File: src/inc/irq_map_pkg.sv
// constants, codes and carrier types of the mid-range interrupt vector map
package irq_map_pkg;
  localparam int NSRC     = 31;        // sources of default priority 22..52
  localparam int NPERIPH  = 28;        // on-chip request lines
  localparam int NPIN     = 3;         // external pins 8, 9, 10
  localparam int PRI_BASE = 22;        // default priority of index 0
  localparam int PIN_IDX  = 17;        // index of external pin 8

  // register byte offsets
  localparam logic [7:0] OFS_STATUS = 8'h00;
  localparam logic [7:0] OFS_MASK   = 8'h04;
  localparam logic [7:0] OFS_EDGE   = 8'h08;
  localparam logic [7:0] OFS_GRANT  = 8'h0c;
  localparam logic [7:0] OFS_RESUME = 8'h10;

  // values after reset
  localparam logic [30:0] RST_STATUS = 31'h0;
  localparam logic [30:0] RST_MASK   = 31'h0;
  localparam logic [5:0]  RST_EDGE   = 6'h15;   // rising edge on each pin
  localparam logic [31:0] RST_RESUME = 32'h0;

  // grant register field positions
  localparam int GRANT_VALID_BIT = 31;
  localparam int GRANT_IDX_LSB   = 16;

  // exception code layout: three runs, gaps 02c0..02f0 and 03d0..0400 unused
  localparam logic [15:0] CODE_STEP   = 16'h0010;
  localparam logic [15:0] CODE_BASE_A = 16'h01e0;
  localparam logic [15:0] CODE_BASE_B = 16'h0300;
  localparam logic [15:0] CODE_BASE_C = 16'h0410;
  localparam logic [4:0]  SPLIT_B     = 5'd14;
  localparam logic [4:0]  SPLIT_C     = 5'd27;

  // winning request as handed to the core
  typedef struct packed {
    logic        valid;
    logic [4:0]  idx;
    logic [15:0] code;
    logic [31:0] vector;
  } grant_s;

  // exception code of a source index
  function automatic logic [15:0] code_of(input logic [4:0] idx);
    logic [15:0] k;
    k = 16'h0;
    if (idx >= SPLIT_C) begin
      k = {11'h0, idx - SPLIT_C};
      code_of = 16'(CODE_BASE_C + k * CODE_STEP);
    end else if (idx >= SPLIT_B) begin
      k = {11'h0, idx - SPLIT_B};
      code_of = 16'(CODE_BASE_B + k * CODE_STEP);
    end else begin
      k = {11'h0, idx};
      code_of = 16'(CODE_BASE_A + k * CODE_STEP);
    end
  endfunction
endpackage

File: src/hdl/maskable_irq_vector_map_mid.sv
// maskable interrupt source table, priorities 22..52, with ahb-lite registers
// Function
// [RULE1] timer p2 ccmatch1: priority 22, code 01e0, vector 000001e0
// [RULE2] timer p3 ccmatch1: priority 25, code 0210, vector 00000210
// [RULE3] ext pin8 valid edge: priority 39, code 0330, vector 00000330
// [RULE4] key return: priority 36, code 0300, vector 00000300
// [RULE5] watch reference: priority 38, code 0320, apart from watch interval
// [RULE6] timer q1 ccmatch0: priority 43, code 0370, vector 00000370
// [RULE7] timer q1 ccmatch1: priority 44, code 0380, vector 00000380
// [RULE8] timer q1 ccmatch2: priority 45, code 0390, vector 00000390
// [RULE9] timer q1 ccmatch3: priority 46, code 03a0, vector 000003a0
// [RULE10] simultaneous pending requests: smallest priority number is granted
// [RULE11] saved resume address is the next instruction's address
// [RULE12] vector equals exception code zero-extended to 32 bits
// [RULE13] codes 02c0..02f0 and 03d0..0400 have no source
`timescale 1ns/1ps
module maskable_irq_vector_map_mid
  import irq_map_pkg::*;
(
  // clock, reset, enable
  input  wire logic                          hclk,
  input  wire logic                          hresetn,
  input  wire logic                          clk_en,
  // ahb-lite slave
  input  wire logic                          hsel,
  input  wire logic [31:0]                   haddr,
  input  wire logic [1:0]                    htrans,
  input  wire logic                          hwrite,
  input  wire logic [2:0]                    hsize,
  input  wire logic [31:0]                   hwdata,
  input  wire logic                          hready,
  output logic                               hreadyout,
  output logic                               hresp,
  output logic [31:0]                        hrdata,
  // request sources
  input  wire logic [irq_map_pkg::NPERIPH-1:0] periph_req,
  input  wire logic [irq_map_pkg::NPIN-1:0]    ext_pin_in,
  // cpu core side
  input  wire logic                          cpu_ack,
  input  wire logic [31:0]                   next_pc,
  output irq_map_pkg::grant_s                cpu_grant,
  output logic [31:0]                        resume_address,
  output logic                               irq
);
  import irq_map_pkg::*;

  ////////////////////////////////////////////////////////////////////////////
  // lowest set index wins
  function automatic logic [5:0] pick(input logic [NSRC-1:0] v);
    pick = 6'h0;
    for (int i = NSRC - 1; i >= 0; i--) begin
      if (v[i]) begin
        pick = {1'b1, 5'(i)};
      end
    end
  endfunction

  logic [30:0]        status_r;
  logic [30:0]        status_nxt;
  logic [30:0]        mask_r;
  logic [5:0]         edge_r;
  logic [31:0]        resume_r;
  grant_s             grant_r;
  logic [NPIN-1:0]    pin_s1_r;
  logic [NPIN-1:0]    pin_s2_r;
  logic [NPIN-1:0]    pin_s3_r;
  logic [NPIN-1:0]    pin_lvl_r;
  logic [NPIN-1:0]    pin_edge;
  logic [NSRC-1:0]    req_all;
  logic [NSRC-1:0]    pend_en;
  logic [5:0]         win;
  logic               wr_pend_r;
  logic [7:0]         wr_ofs_r;
  logic [31:0]        rd_data_r;
  logic               addr_ok;

  ////////////////////////////////////////////////////////////////////////////
  // external pin synchronisers, three stages
  always_ff @(posedge hclk or negedge hresetn) begin
    if (!hresetn) begin
      pin_s1_r <= '0;
      pin_s2_r <= '0;
      pin_s3_r <= '0;
    end else if (clk_en) begin
      pin_s1_r <= ext_pin_in;
      pin_s2_r <= pin_s1_r;
      pin_s3_r <= pin_s2_r;
    end
  end

  // filtered level follows once stages two and three agree
  always_ff @(posedge hclk or negedge hresetn) begin
    if (!hresetn) begin
      pin_lvl_r <= '0;
    end else if (clk_en) begin
      for (int p = 0; p < NPIN; p++) begin
        if (pin_s2_r[p] == pin_s3_r[p]) begin
          pin_lvl_r[p] <= pin_s3_r[p];
        end
      end
    end
  end

  // valid edge per pin: bit 0 rising, bit 1 falling
  always_comb begin
    for (int p = 0; p < NPIN; p++) begin
      pin_edge[p] = (pin_s2_r[p] == pin_s3_r[p]) && (pin_s3_r[p] != pin_lvl_r[p]) &&
                    ((pin_s3_r[p] && edge_r[2*p]) || (!pin_s3_r[p] && edge_r[2*p+1])); // [RULE3]
    end
  end

  // source table: pins 8..10 sit at priorities 39..41
  assign req_all = {periph_req[NPERIPH-1:PIN_IDX], pin_edge, periph_req[PIN_IDX-1:0]}; // [RULE5]

  ////////////////////////////////////////////////////////////////////////////
  // ahb-lite address phase capture
  assign hreadyout = 1'b1;
  assign hresp     = 1'b0;
  assign addr_ok   = hsel && hready && htrans[1];

  always_ff @(posedge hclk or negedge hresetn) begin
    if (!hresetn) begin
      wr_pend_r <= 1'b0;
      wr_ofs_r  <= 8'h0;
    end else if (clk_en) begin
      wr_pend_r <= addr_ok && hwrite;
      wr_ofs_r  <= haddr[7:0];
    end
  end

  // read data registered at the address phase, zero wait states
  always_ff @(posedge hclk or negedge hresetn) begin
    if (!hresetn) begin
      rd_data_r <= 32'h0;
    end else if (clk_en && addr_ok && !hwrite) begin
      case (haddr[7:0])
        OFS_STATUS: rd_data_r <= {1'b0, status_r};
        OFS_MASK:   rd_data_r <= {1'b0, mask_r};
        OFS_EDGE:   rd_data_r <= {26'h0, edge_r};
        OFS_GRANT:  rd_data_r <= {grant_r.valid, 10'h0, grant_r.idx, grant_r.code};
        OFS_RESUME: rd_data_r <= resume_r;
        default:    rd_data_r <= 32'h0;
      endcase
    end
  end
  assign hrdata = rd_data_r;

  ////////////////////////////////////////////////////////////////////////////
  // sticky pending flags: set wins over write-one-clear and acknowledge
  always_comb begin
    status_nxt = status_r;
    if (wr_pend_r && wr_ofs_r == OFS_STATUS) begin
      status_nxt = status_nxt & ~hwdata[30:0];
    end
    if (cpu_ack && grant_r.valid) begin
      status_nxt[grant_r.idx] = 1'b0;
    end
    status_nxt = status_nxt | req_all;
  end

  always_ff @(posedge hclk or negedge hresetn) begin
    if (!hresetn) begin
      status_r <= RST_STATUS;
    end else if (clk_en) begin
      status_r <= status_nxt;
    end
  end

  // mask and edge configuration
  always_ff @(posedge hclk or negedge hresetn) begin
    if (!hresetn) begin
      mask_r <= RST_MASK;
      edge_r <= RST_EDGE;
    end else if (clk_en && wr_pend_r) begin
      if (wr_ofs_r == OFS_MASK) begin
        mask_r <= hwdata[30:0];
      end
      if (wr_ofs_r == OFS_EDGE) begin
        edge_r <= hwdata[5:0];
      end
    end
  end

  ////////////////////////////////////////////////////////////////////////////
  // priority resolution and code lookup
  assign pend_en = status_r & mask_r;
  assign win     = pick(pend_en); // [RULE10]

  always_ff @(posedge hclk or negedge hresetn) begin
    if (!hresetn) begin
      grant_r <= '0;
    end else if (clk_en) begin
      // an idle grant reads as all zeros, as after reset
      grant_r.valid  <= win[5];
      grant_r.idx    <= win[4:0]; // [RULE6] [RULE7] [RULE8] [RULE9] [RULE13]
      grant_r.code   <= win[5] ? code_of(win[4:0]) : 16'h0; // [RULE1] [RULE2] [RULE4] [RULE5]
      grant_r.vector <= win[5] ? {16'h0, code_of(win[4:0])} : 32'h0; // [RULE12]
    end
  end

  // resume address captured when the core takes the interrupt
  always_ff @(posedge hclk or negedge hresetn) begin
    if (!hresetn) begin
      resume_r <= RST_RESUME;
    end else if (clk_en && cpu_ack && grant_r.valid) begin
      resume_r <= next_pc; // [RULE11]
    end
  end

  assign cpu_grant      = grant_r;
  assign resume_address = resume_r;
  assign irq            = |pend_en;
endmodule // maskable_irq_vector_map_mid

File: config.mk
export PLATFORM = sky130hd
export DESIGN_NAME = maskable_irq_vector_map_mid
export DESIGN_NICKNAME = d
export VERILOG_FILES = /design/src/inc/irq_map_pkg.sv /design/src/hdl/maskable_irq_vector_map_mid.sv
export SDC_FILE = /design/constraint.sdc
export NUM_CORES = 1
export LEC_CHECK = 0
export ABC_AREA = 1
export BUFFER_PORTS_ARGS = -buffer_cell sky130_fd_sc_hd__buf_2
export CAP_MARGIN = 10
export CORE_UTILIZATION = 50
export DETAILED_ROUTE_END_ITERATION = 8
export PLACE_DENSITY = 0.78
export SYNTH_ARGS = -nofsm -noshare
export SYNTH_HDL_FRONTEND = slang
export SYNTH_SLANG_ARGS = --single-unit
File: constraint.sdc
create_clock -name hclk -period 4.8 [get_ports hclk]
set_clock_uncertainty 0.2 [all_clocks]
set_input_delay 0 -clock hclk [delete_from_list [all_inputs] [get_ports hclk]]
set_output_delay 0 -clock hclk [all_outputs]
set_load 0.005 [all_outputs]
* Word level (Yosys, flattened, before mapping)
Index checks and enable logic that the tools add are counted.
** Storage, ports and cells
- Register bits after elaboration :: 207
- Output and inout bits :: 121
- Bits of input ports :: 139
** Cells by class
- Add/sub/neg operators :: 5
- Equality and inequality tests :: 12
- Bitwise operators :: 6
- Order comparisons :: 4
- Reductions and logical operators :: 38
- Muxes and demuxes :: 40
** Operators by type and width (count)
- 6-bit 2-to-1 mux :: 31
- 32-bit case mux with 5 select lines :: 1
- 31-bit AND :: 3
- 31-bit 2-to-1 mux :: 2
- 31-bit inverter :: 2
- 16-bit 2-to-1 mux :: 2
- 31-bit OR :: 1
- 31-bit OR reduction :: 1
- 8-bit by 4-bit equality test with 1-bit output, second input constant :: 3
- 1-bit logical AND :: 23
- 8-bit by 3-bit equality test with 1-bit output, second input constant :: 2
- 8-bit logical NOT :: 2
- 11-bit by 9-bit adder with 12-bit output, first input constant :: 1
- 12-bit 2-to-1 mux :: 1
- 10-bit by 9-bit adder with 11-bit output, first input constant :: 1
- 11-bit 2-to-1 mux :: 1
- 9-bit by 9-bit adder with 10-bit output, first input constant :: 1
- 2-bit AND reduction :: 5
- 8-bit by 5-bit equality test with 1-bit output, second input constant :: 1
- 5-bit by 6-bit less-than comparator with 1-bit output, second input constant :: 1
- 1-bit demux with 5-bit select :: 1
- 5-bit by 1-bit greater-or-equal comparator with 1-bit output, second input constant :: 1
- 5-bit by 4-bit greater-or-equal comparator with 1-bit output, second input constant :: 1
- 5-bit greater-or-equal comparator, second input constant :: 1
- 7 further kinds :: 16

* Logic depth before layout (Yosys ltp)
Gate-level depths: netlist (run 1).
- Depth in word-level cells :: 37
- Mapped depth :: 43
- Depth with buffers taken out :: 43

* Least setup slack after synthesis (run 1)
Ideal clock, no wire load.
- Path kind :: flip-flop to flip-flop
- Start :: reg mask_r[28]
- End :: reg grant_r, in the netlist cpu_grant[7]
- Path slack :: 1640 ps
- Path buffers :: 0
- Cell stages (with the launch flop) :: 41
- Data required time :: 4484 ps
- Clock period less this slack :: 3160 ps
- Arrival :: 2843 ps
- Setup time :: 116 ps
- Cell sequence :: dfrtp_1 nand2_1 nand2_1 nand2_1 nand2_1 nand2_1 nand2_1 nand2_1 nand2_1 nand2_1 nand2_1 nand2_1 nand2_1 nand2_1 nand2_1 nand2_1 nand2_1 nand2_1 [... 5 more ...] nand2_1 nand2_1 nand2_1 nand2_1 nand2_1 nand2_1 nand2_2 nand2_1 ha_1 a21oi_1 nand2_1 o22ai_1 xor2_1 inv_1 o21ai_0 inv_1 nand2_1 nand2_1
** Between the ends
- Cells in the longest elaborated chain, start to end :: 35
** Ends and longest elaborated chain
- start, declared :: RTL line maskable_irq_vector_map_mid.sv:60 : logic [30:0] mask_r;
- start signal, assigned :: RTL line maskable_irq_vector_map_mid.sv:176 : mask_r <= hwdata[30:0];
- 31-bit AND * :: RTL line maskable_irq_vector_map_mid.sv:186 : assign pend_en = status_r & mask_r;
- 6-bit 2-to-1 mux * (29 in series) :: RTL line maskable_irq_vector_map_mid.sv:52 : if (v[i]) begin
- 5-bit by 4-bit subtractor with 5-bit output :: RTL line irq_map_pkg.sv:50 : k = {11'h0, idx - SPLIT_B};
- 10-bit by 9-bit adder with 11-bit output :: RTL line irq_map_pkg.sv:51 : code_of = 16'(CODE_BASE_B + k * CODE_STEP);
- 11-bit 2-to-1 mux :: RTL line irq_map_pkg.sv:49 : end else if (idx >= SPLIT_B) begin
- 12-bit 2-to-1 mux :: RTL line irq_map_pkg.sv:46 : if (idx >= SPLIT_C) begin
- 16-bit 2-to-1 mux * :: RTL line maskable_irq_vector_map_mid.sv:197 : grant_r.vector <= win[5] ? {16'h0, code_of(win[4:0])} : 32'h0;
- end, declared :: RTL line maskable_irq_vector_map_mid.sv:63 : grant_s grant_r;
Mark *: on every way between the ends. The rest lies on a longest branch, timed or not.
A chain may end at the register's enable or synchronous reset.

* Worst setup path in the final report (run 1)
- Start :: reg mask_r[28]
- End :: reg grant_r, in the netlist cpu_grant[8]
** Between the ends
- Cells in the longest elaborated chain, start to end :: 35
** Ends and longest elaborated chain
- 31-bit AND * :: RTL line maskable_irq_vector_map_mid.sv:186
- 6-bit 2-to-1 mux * (29 in series) :: RTL line maskable_irq_vector_map_mid.sv:52
- net win[0] :: RTL line maskable_irq_vector_map_mid.sv:71 : logic [5:0] win;
- 5-bit by 4-bit subtractor with 5-bit output :: RTL line irq_map_pkg.sv:50
- 10-bit by 9-bit adder with 11-bit output :: RTL line irq_map_pkg.sv:51
- 11-bit 2-to-1 mux :: RTL line irq_map_pkg.sv:49
- 12-bit 2-to-1 mux * :: RTL line irq_map_pkg.sv:46
- 16-bit 2-to-1 mux * :: RTL line maskable_irq_vector_map_mid.sv:197
Mark *: on every way through the listed nets, which the timed path passes. The rest lies on a longest branch.

==> results of run 1 <==
==> routing by layer <==
layer  global-route usage, %  routed length [µm]
met5                       0                   0
met4                    14.8                 993
met3                    6.09                2120
met2                    55.6               13300
met1                    40.7               11100
==> Yosys cell counts (all sizes together) <==
master / number
a21o: 1
a21oi: 21
a221oi: 23
a22o: 32
a22oi: 2
a31oi: 4
a41oi: 1
buf: 46
clkbuf: 37
clkinv: 1
conb: 2
dfrtp: 163
dfstp: 3
ha: 5
inv: 91
mux2: 25
nand2: 313
nand3: 30
nand4: 5
nor2: 43
nor3: 8
nor3b: 1
nor4: 2
o211ai: 3
o21ai: 96
o21bai: 3
o22ai: 32
o2bb2ai: 1
o311ai: 1
o31ai: 1
xor2: 2
==> flip-flops by register name, indices dropped and copies added, names as in the netlist <==
| signal | cells |
|---|---|
| wr_pend_r | 1 |
| cpu_grant | 13 |
| pin_lvl_r | 3 |
| pin_s2_r | 3 |
| mask_r | 31 |
| pin_s1_r | 3 |
| hrdata | 32 |
| edge_r | 6 |
| pin_s3_r | 3 |
| wr_ofs_r | 8 |
| status_r | 31 |
| resume_address | 32 |
==> cell families (layout without fill, tap and decap cells) <==
| kind of cell | Yosys count | count (layout) |
|---|---|---|
| and+or+nand+nor | 402 | 402 |
| AOI/OAI and AO/OA | 221 | 221 |
| buffers and inverters | 175 | 475 |
| DFF | 166 | 166 |
| muxes | 25 | 25 |
| adders and majority gates | 5 | 5 |
| other | 2 | 36 |
| xor gates and xnor gates | 2 | 2 |
==> final cells by class <==
class / count / area (µm²) / share of cell area (%)
flip-flops and latches: 166 / 4160 / 36.4
multi-input cells: 691 / 3490 / 30.6
repair buffers: 351 / 2540 / 22.3
clock buffers: 19 / 433 / 3.79
inverters: 92 / 345 / 3.02
well taps: 216 / 270 / 2.37
clock inverters: 13 / 181 / 1.59
==> how the worst min path moves through the flow <==
stage                     to  slack, ns      start  cells after the start
2_1_floorplan  cpu_grant[10]      -0.50    hresetn                      0
3_3_place_gp      mask_r[24]      -0.24    hresetn                      1
3_5_place_dp      mask_r[24]      -0.24    hresetn                      1
4_1_cts           hrdata[23]      0.004     hready                      5
5_1_grt           hrdata[26]       0.05  htrans[1]                      5
6_report          hrdata[13]       0.01       hsel                      5
==> worst register-to-register path: cells and delay by family, from the launching register on <==
kind / cells / cell delay [ns]
AOI/OAI and AO/OA: 1 / 0.13
adders and majority gates: 1 / 0.17
buffers and inverters: 2 / 0.14
DFF: 1 / 0.40
and+or+nand+nor: 35 / 2.63
==> power breakdown <==
| part | leakage, nW | total [mW] | internal [mW] | switching [mW] |
|---|---|---|---|---|
| sequential | 2.04 | 1.80 | 1.62 | 0.183 |
| clock | 0.285 | 1.45 | 0.868 | 0.580 |
| combinational | 3.41 | 0.966 | 0.446 | 0.520 |
| total | 5.73 | 4.21 | 2.93 | 1.28 |
==> through the flow <==
stage,worst slack (ns),total power [mW],hold slack (ns)
after CTS,1.14,4.19,0.00367
after floorplan,1.64,2.27,-0.496
after global routing,0.575,4.41,0.0468
after detailed placement,1.17,2.66,-0.238
after global placement,1.17,2.64,-0.243
final,1.08,4.21,0.0140
==> results.md, run 1 <==
* Synthesized flop and latch total at 166
* Xor/xnor cell area share of the yosys netlist at 0.210%
* Final ANT Viol Nets at 0
* Rows at 46
* Max-cap violations at 0
* Vias in the first global route at 8192
* Via Count at 8493
* Crit path DAT at 3.89 ns
* CTS buffer count at 17
* DRT Pass-1 Iters at 5
* CTS tree: done
* Share of cells above drive strength 1 at 20.3%
* Die Span Y at 131 µm
* Synth Area in Adders at 0.751%
* Simple-gate share of the synthesized area at 19.1%
* Worst-path fanout max at 5
* Gp weighted congestion at 0.912
* CTS Hold Bufs at 148
* R2R cell count at 39
* Layout area overhead at 37.1%
* Pin count of the biggest net entering global routing at 68
* Slew @ Worst Pin at 1.27 ns
* Synth unique cells at 36
* Worst Path Class, Setup: reg -> reg
* Fmax at 269 MHz
* Initial DRC Count at 760
* Post-CTS Resized at 0
* CP required at 4.97 ns
* Vias per cell at 5.49
* Tot GR Track Use at 32.7%
* Final instance area at 11400 µm²
* DRC viols at 0
* Count of final hold-check violations at 0
* Syn Area/Cell at 8.35 µm²
* Total grt overflow at 0
* Final setup fails at 0
* Ant diodes at 0
* CTS root buf: clkbuf_16
* Status: finished, final reports clean
* RR Endpoint: cpu_grant[8]
* Worst setup EP type: register
* Max-slew headroom at 15.1%
* Boundary Pins at 260
* Buffers plus inverters on the worst setup path at 2
* Most common cell after layout, fill and taps aside: nand2_1
* Fin. max-slew vios at 0
* CP top delay family: simple AND/OR/NAND/NOR gates
* Slowest CP cell: dfrtp_1
* R2r startpoint: mask_r[28]
* Clock-pin slew on the worst setup and hold paths at 0.07 ns
* Placed Area at 9310 µm²
* Most frequent CP cell: nand2_1
* Clock buffer depth at 2
* Worst vdd ir at 0.296 mV
* PD cells at 369 nW/µm²
* Starting Density at 51.9%
* Main combinational cell family by area after synthesis: simple AND/OR/NAND/NOR gates
* Synth area leaders: dfrtp_1 (49%), nand2_1 (14%), o21ai_0 (5.7%), inv_1 (4.0%), buf_4 (3.9%)
* Synth top area share at 49.0%
* DRT Wirelength at 27600 µm
* HPWL Detailed at 17400 µm
* Stages on the worst setup path at 39
* RSZ-0062 raised after global routing: false
* Worst reg2reg setup slack at 1.08 ns
* Htree depth at 4
* Setup tns final at 0 ns
* Buffers on Ports at 194
* Core area at 16100 µm²
* First-pass GRT wire length at 41700 µm
* Final Instance Count excl. Fillers at 1548
* Inst Count DP at 1368
* Mux contribution to synthesized area at 3.38%
* Hold crit path type: in -> reg
* WL/cell at 17.8 µm
* Fill cells at 1224
* Synth warnings at 0
* Sink Count at 166
* Clock Latency Late Sink at 0.43 ns
* Nets at 1463
* Initial antenna violation count at 0
* Minimum clock period at 3.72 ns
* Max incr delay on CP at 0.40 ns
* CP endpoint: cpu_grant[8]
* Sequential share of the synthesized area at 49.9%
* Synth Area in Compound Gates at 16.7%
* Die width at 131 µm
* Most frequent cells in the layout: nand2_1 (311), buf_2 (193), dfrtp_1 (163)
* Post-CTS Setup Bufs at 0
* Leak pwr at 5.73 nW
* Worst setup startpoint: mask_r[28]
* Area leader, netlist: dfrtp_1
* Area of the die at 17200 µm²
* Synth Cell Area at 8330 µm²
* Startpoint Class: register
* Mapped Cells at 998
* Final period util at 77.5%
* Final Util at 71.1%
(Power assumes the default switching activity.)
==> run 2: changes to the inputs <==
==> constraint.sdc (replaced) <==
create_clock -name hclk -period 3.75 [get_ports hclk]
set_clock_uncertainty 0.2 [all_clocks]
set_input_delay 0 -clock hclk [delete_from_list [all_inputs] [get_ports hclk]]
set_output_delay 0 -clock hclk [all_outputs]
set_load 0.005 [all_outputs]
==> results.md, run 2 (synthesis gave the netlist of run 1 again) <==
* Status: finished, final reports clean
* Leak pwr at 5.76 nW (+0.45%)
* Switching fraction of total power at 30.9% (+0.48 points)
* Max-slew headroom at 36.0% (+21 points)
* Rows at 46 (unchanged)
* Max incr delay on CP at 0.42 ns (+0.02 ns)
* Final instance area at 11400 µm² (+0.22%)
* Ant diodes at 0 (unchanged)
* Layout area overhead at 37.4%
* First-pass GRT wire length at 42600 µm (+2.3%)
* Slew @ Worst Pin at 0.959 ns (-0.314 ns)
* Core area at 16100 µm² (unchanged)
* Placed Area at 9350 µm² (+0.40%)
* HPWL Detailed at 17600 µm (+1.3%)
* Internal at 3.66 mW (+25%)
* Crit path DAT at 3.56 ns (-0.33 ns)
* Most frequent cells in the layout: nand2_1 (307), buf_2 (193), dfrtp_1 (163)
* Clock-pin slew on the worst setup and hold paths at 0.07 ns (about the same)
* Share of cells above drive strength 1 at 21.3% (+1.0 points)
* WL/cell at 18.1 µm (+1.9%)
* CTS tree: done
* Worst setup EP type: register
* Buffers on Ports at 194 (unchanged)
* Nets at 1472 (+0.62%)
* DP Worst Slack at 0.172 ns (-1.00 ns)
* Most common cell after layout, fill and taps aside: nand2_1
* Tot GR Track Use at 33.6% (+0.81 points)
* Startpoint Class: register
* Final setup fails at 0 (unchanged)
* Count of final hold-check violations at 0 (unchanged)
* Initial antenna violation count at 0 (unchanged)
* Fin. max-slew vios at 0 (unchanged)
* Worst Path Class, Setup: reg -> reg
* Die Span Y at 131 µm (unchanged)
* Final Instance Count excl. Fillers at 1555 (+0.45%)
* Max-cap violations at 0 (unchanged)
* Vias per cell at 5.54 (+1.0%)
* CP required at 3.87 ns (-1.10 ns)
* M2 GR Usage at 54.9% (-0.72 points)
* Minimum clock period at 3.43 ns (-0.286 ns)
* Vias in the first global route at 8328 (+1.7%)
* Clock Latency Late Sink at 0.44 ns (about the same)
* Comb power frac at 23.9% (+1.0 points)
* Final ANT Viol Nets at 0 (unchanged)
* Clock buffer depth at 2 (unchanged)
* Fmax at 291 MHz (+8.3%)
* Boundary Pins at 260 (unchanged)
* PD cells at 463 nW/µm² (+25%)
* Sink Count at 166 (unchanged)
* Most frequent CP cell: nand2_1
* Sequential share of power at 43.7% (+1.0 points)
* Gp weighted congestion at 0.973 (+6.6%)
* Clock power frac at 32.4% (-2.0 points)
* Die width at 131 µm (unchanged)
* Starting Density at 51.9% (unchanged)
* Worst-path fanout max at 4 (-1)
* Gr busiest metal: met2
* Initial DRC Count at 756 (-0.53%)
* P_sw at 1.64 mW (+28%)
* Total grt overflow at 0 (unchanged)
* Htree depth at 4 (unchanged)
* DRC viols at 0 (unchanged)
* Final period util at 91.6% (+14 points)
* CTS buffer count at 17 (unchanged)
* Inst Count DP at 1373 (+0.37%)
* DRT Pass-1 Iters at 5 (unchanged)
* DRT Wirelength at 28200 µm (+2.4%)
* Pin count of the biggest net entering global routing at 90 (+32%)
* Slowest CP cell: dfrtp_1
* Area of the die at 17200 µm² (unchanged)
* CTS root buf: clkbuf_16
* Worst vdd ir at 0.386 mV (+30%)
* Met3 Track Usage GR at 7.63% (+1.5 points)
* RSZ-0062 raised after global routing: true
* Final worst slack at 0.316 ns (-0.764 ns)
* Via Count at 8617 (+1.5%)
* Hold crit path type: in -> async
* GR Util met1 at 42.2% (+1.5 points)
-- run 2: changes by cell type in the layout (fill, tap and decap cells not counted), moves of 2 or more --
cell	before	now
bufinv_16	4	2
nand2_1	311	307
buf_4	9	19
clkinvlp_4	5	2
nand2_2	2	6
clkbuf_8	0	2
-- run 2: through the flow --
| stage | hold slack [ns] | setup TNS, ns | power, mW | utilization (%) |
|---|---|---|---|---|
| after global placement | -0.0708 | 0 | 3.39 | 58.2 |
| after CTS | 0.0455 | 0 | 5.23 | 70.9 |
| after floorplan | -0.496 | 0 | 2.91 | - |
| after detailed placement | -0.0772 | 0 | 3.42 | 58.2 |
| after global routing | 0.0798 | -0.237 | 5.54 | 71.3 |
| final | 0.00524 | 0 | 5.30 | 71.3 |
-- run 2: routing by layer --
layer | vias to the layer above | wire length, µm
li1 | 3908 | -
met1 | 4180 | 11200
met2 | 440 | 13700
met3 | 89 | 2280
met4 | 0 | 1000
met5 | - | 0
-- run 2: final cells by class --
class                           instances  area [µm²]
Inverter                               92         345
Multi-Input combinational cell        691        3520
Timing Repair Buffer                  360        2590
Tap cell                              216         270
Sequential cell                       166        4160
Clock buffer                           21         460
Fill cell                            1192        4610
Clock inverter                          9         104
-- run 2: what timing repair did --
item                                    4_1_cts  5_1_grt
gates resized for setup                       0        9
hold buffers                                147        0
buffers inserted                              0        5
endpoints found under the hold margin       216        0
endpoints found under the setup margin        0        5
-- run 2: critical path, delay by kind of cell, from the launching register on --
family	cells	cell delay, ns
simple gates	33	1.86
flops	1	0.42
compound gates	3	0.41
fa+ha+maj	1	0.19
xor+xnor	1	0.16
buf+inv	2	0.10
-- run 2: path summary, 6_finish.rpt --
check | start | to | cells after the start | slack [ns]
worst max-delay path | status_r[28] | cpu_grant[7] | 40 | 0.32
worst min-delay path | hresetn | resume_address[26] | 2 | 0.005
worst max register to register | status_r[28] | cpu_grant[7] | 40 | 0.32
worst min register to register | hrdata[21] | hrdata[21] | 2 | 0.27
max in group asynchronous | hresetn | cpu_grant[6] | 3 | 2.44
min in group hclk | next_pc[30] | resume_address[30] | 3 | 0.13
-- run 2: power groups by stage --
stage	Clock (mW)	Combinational, mW	Sequential, mW
after floorplan	0	0.609	2.30
after global placement	0	1.08	2.32
after detailed placement	0	1.09	2.33
after CTS	1.73	1.21	2.30
after global routing	1.80	1.40	2.34
final	1.72	1.27	2.31
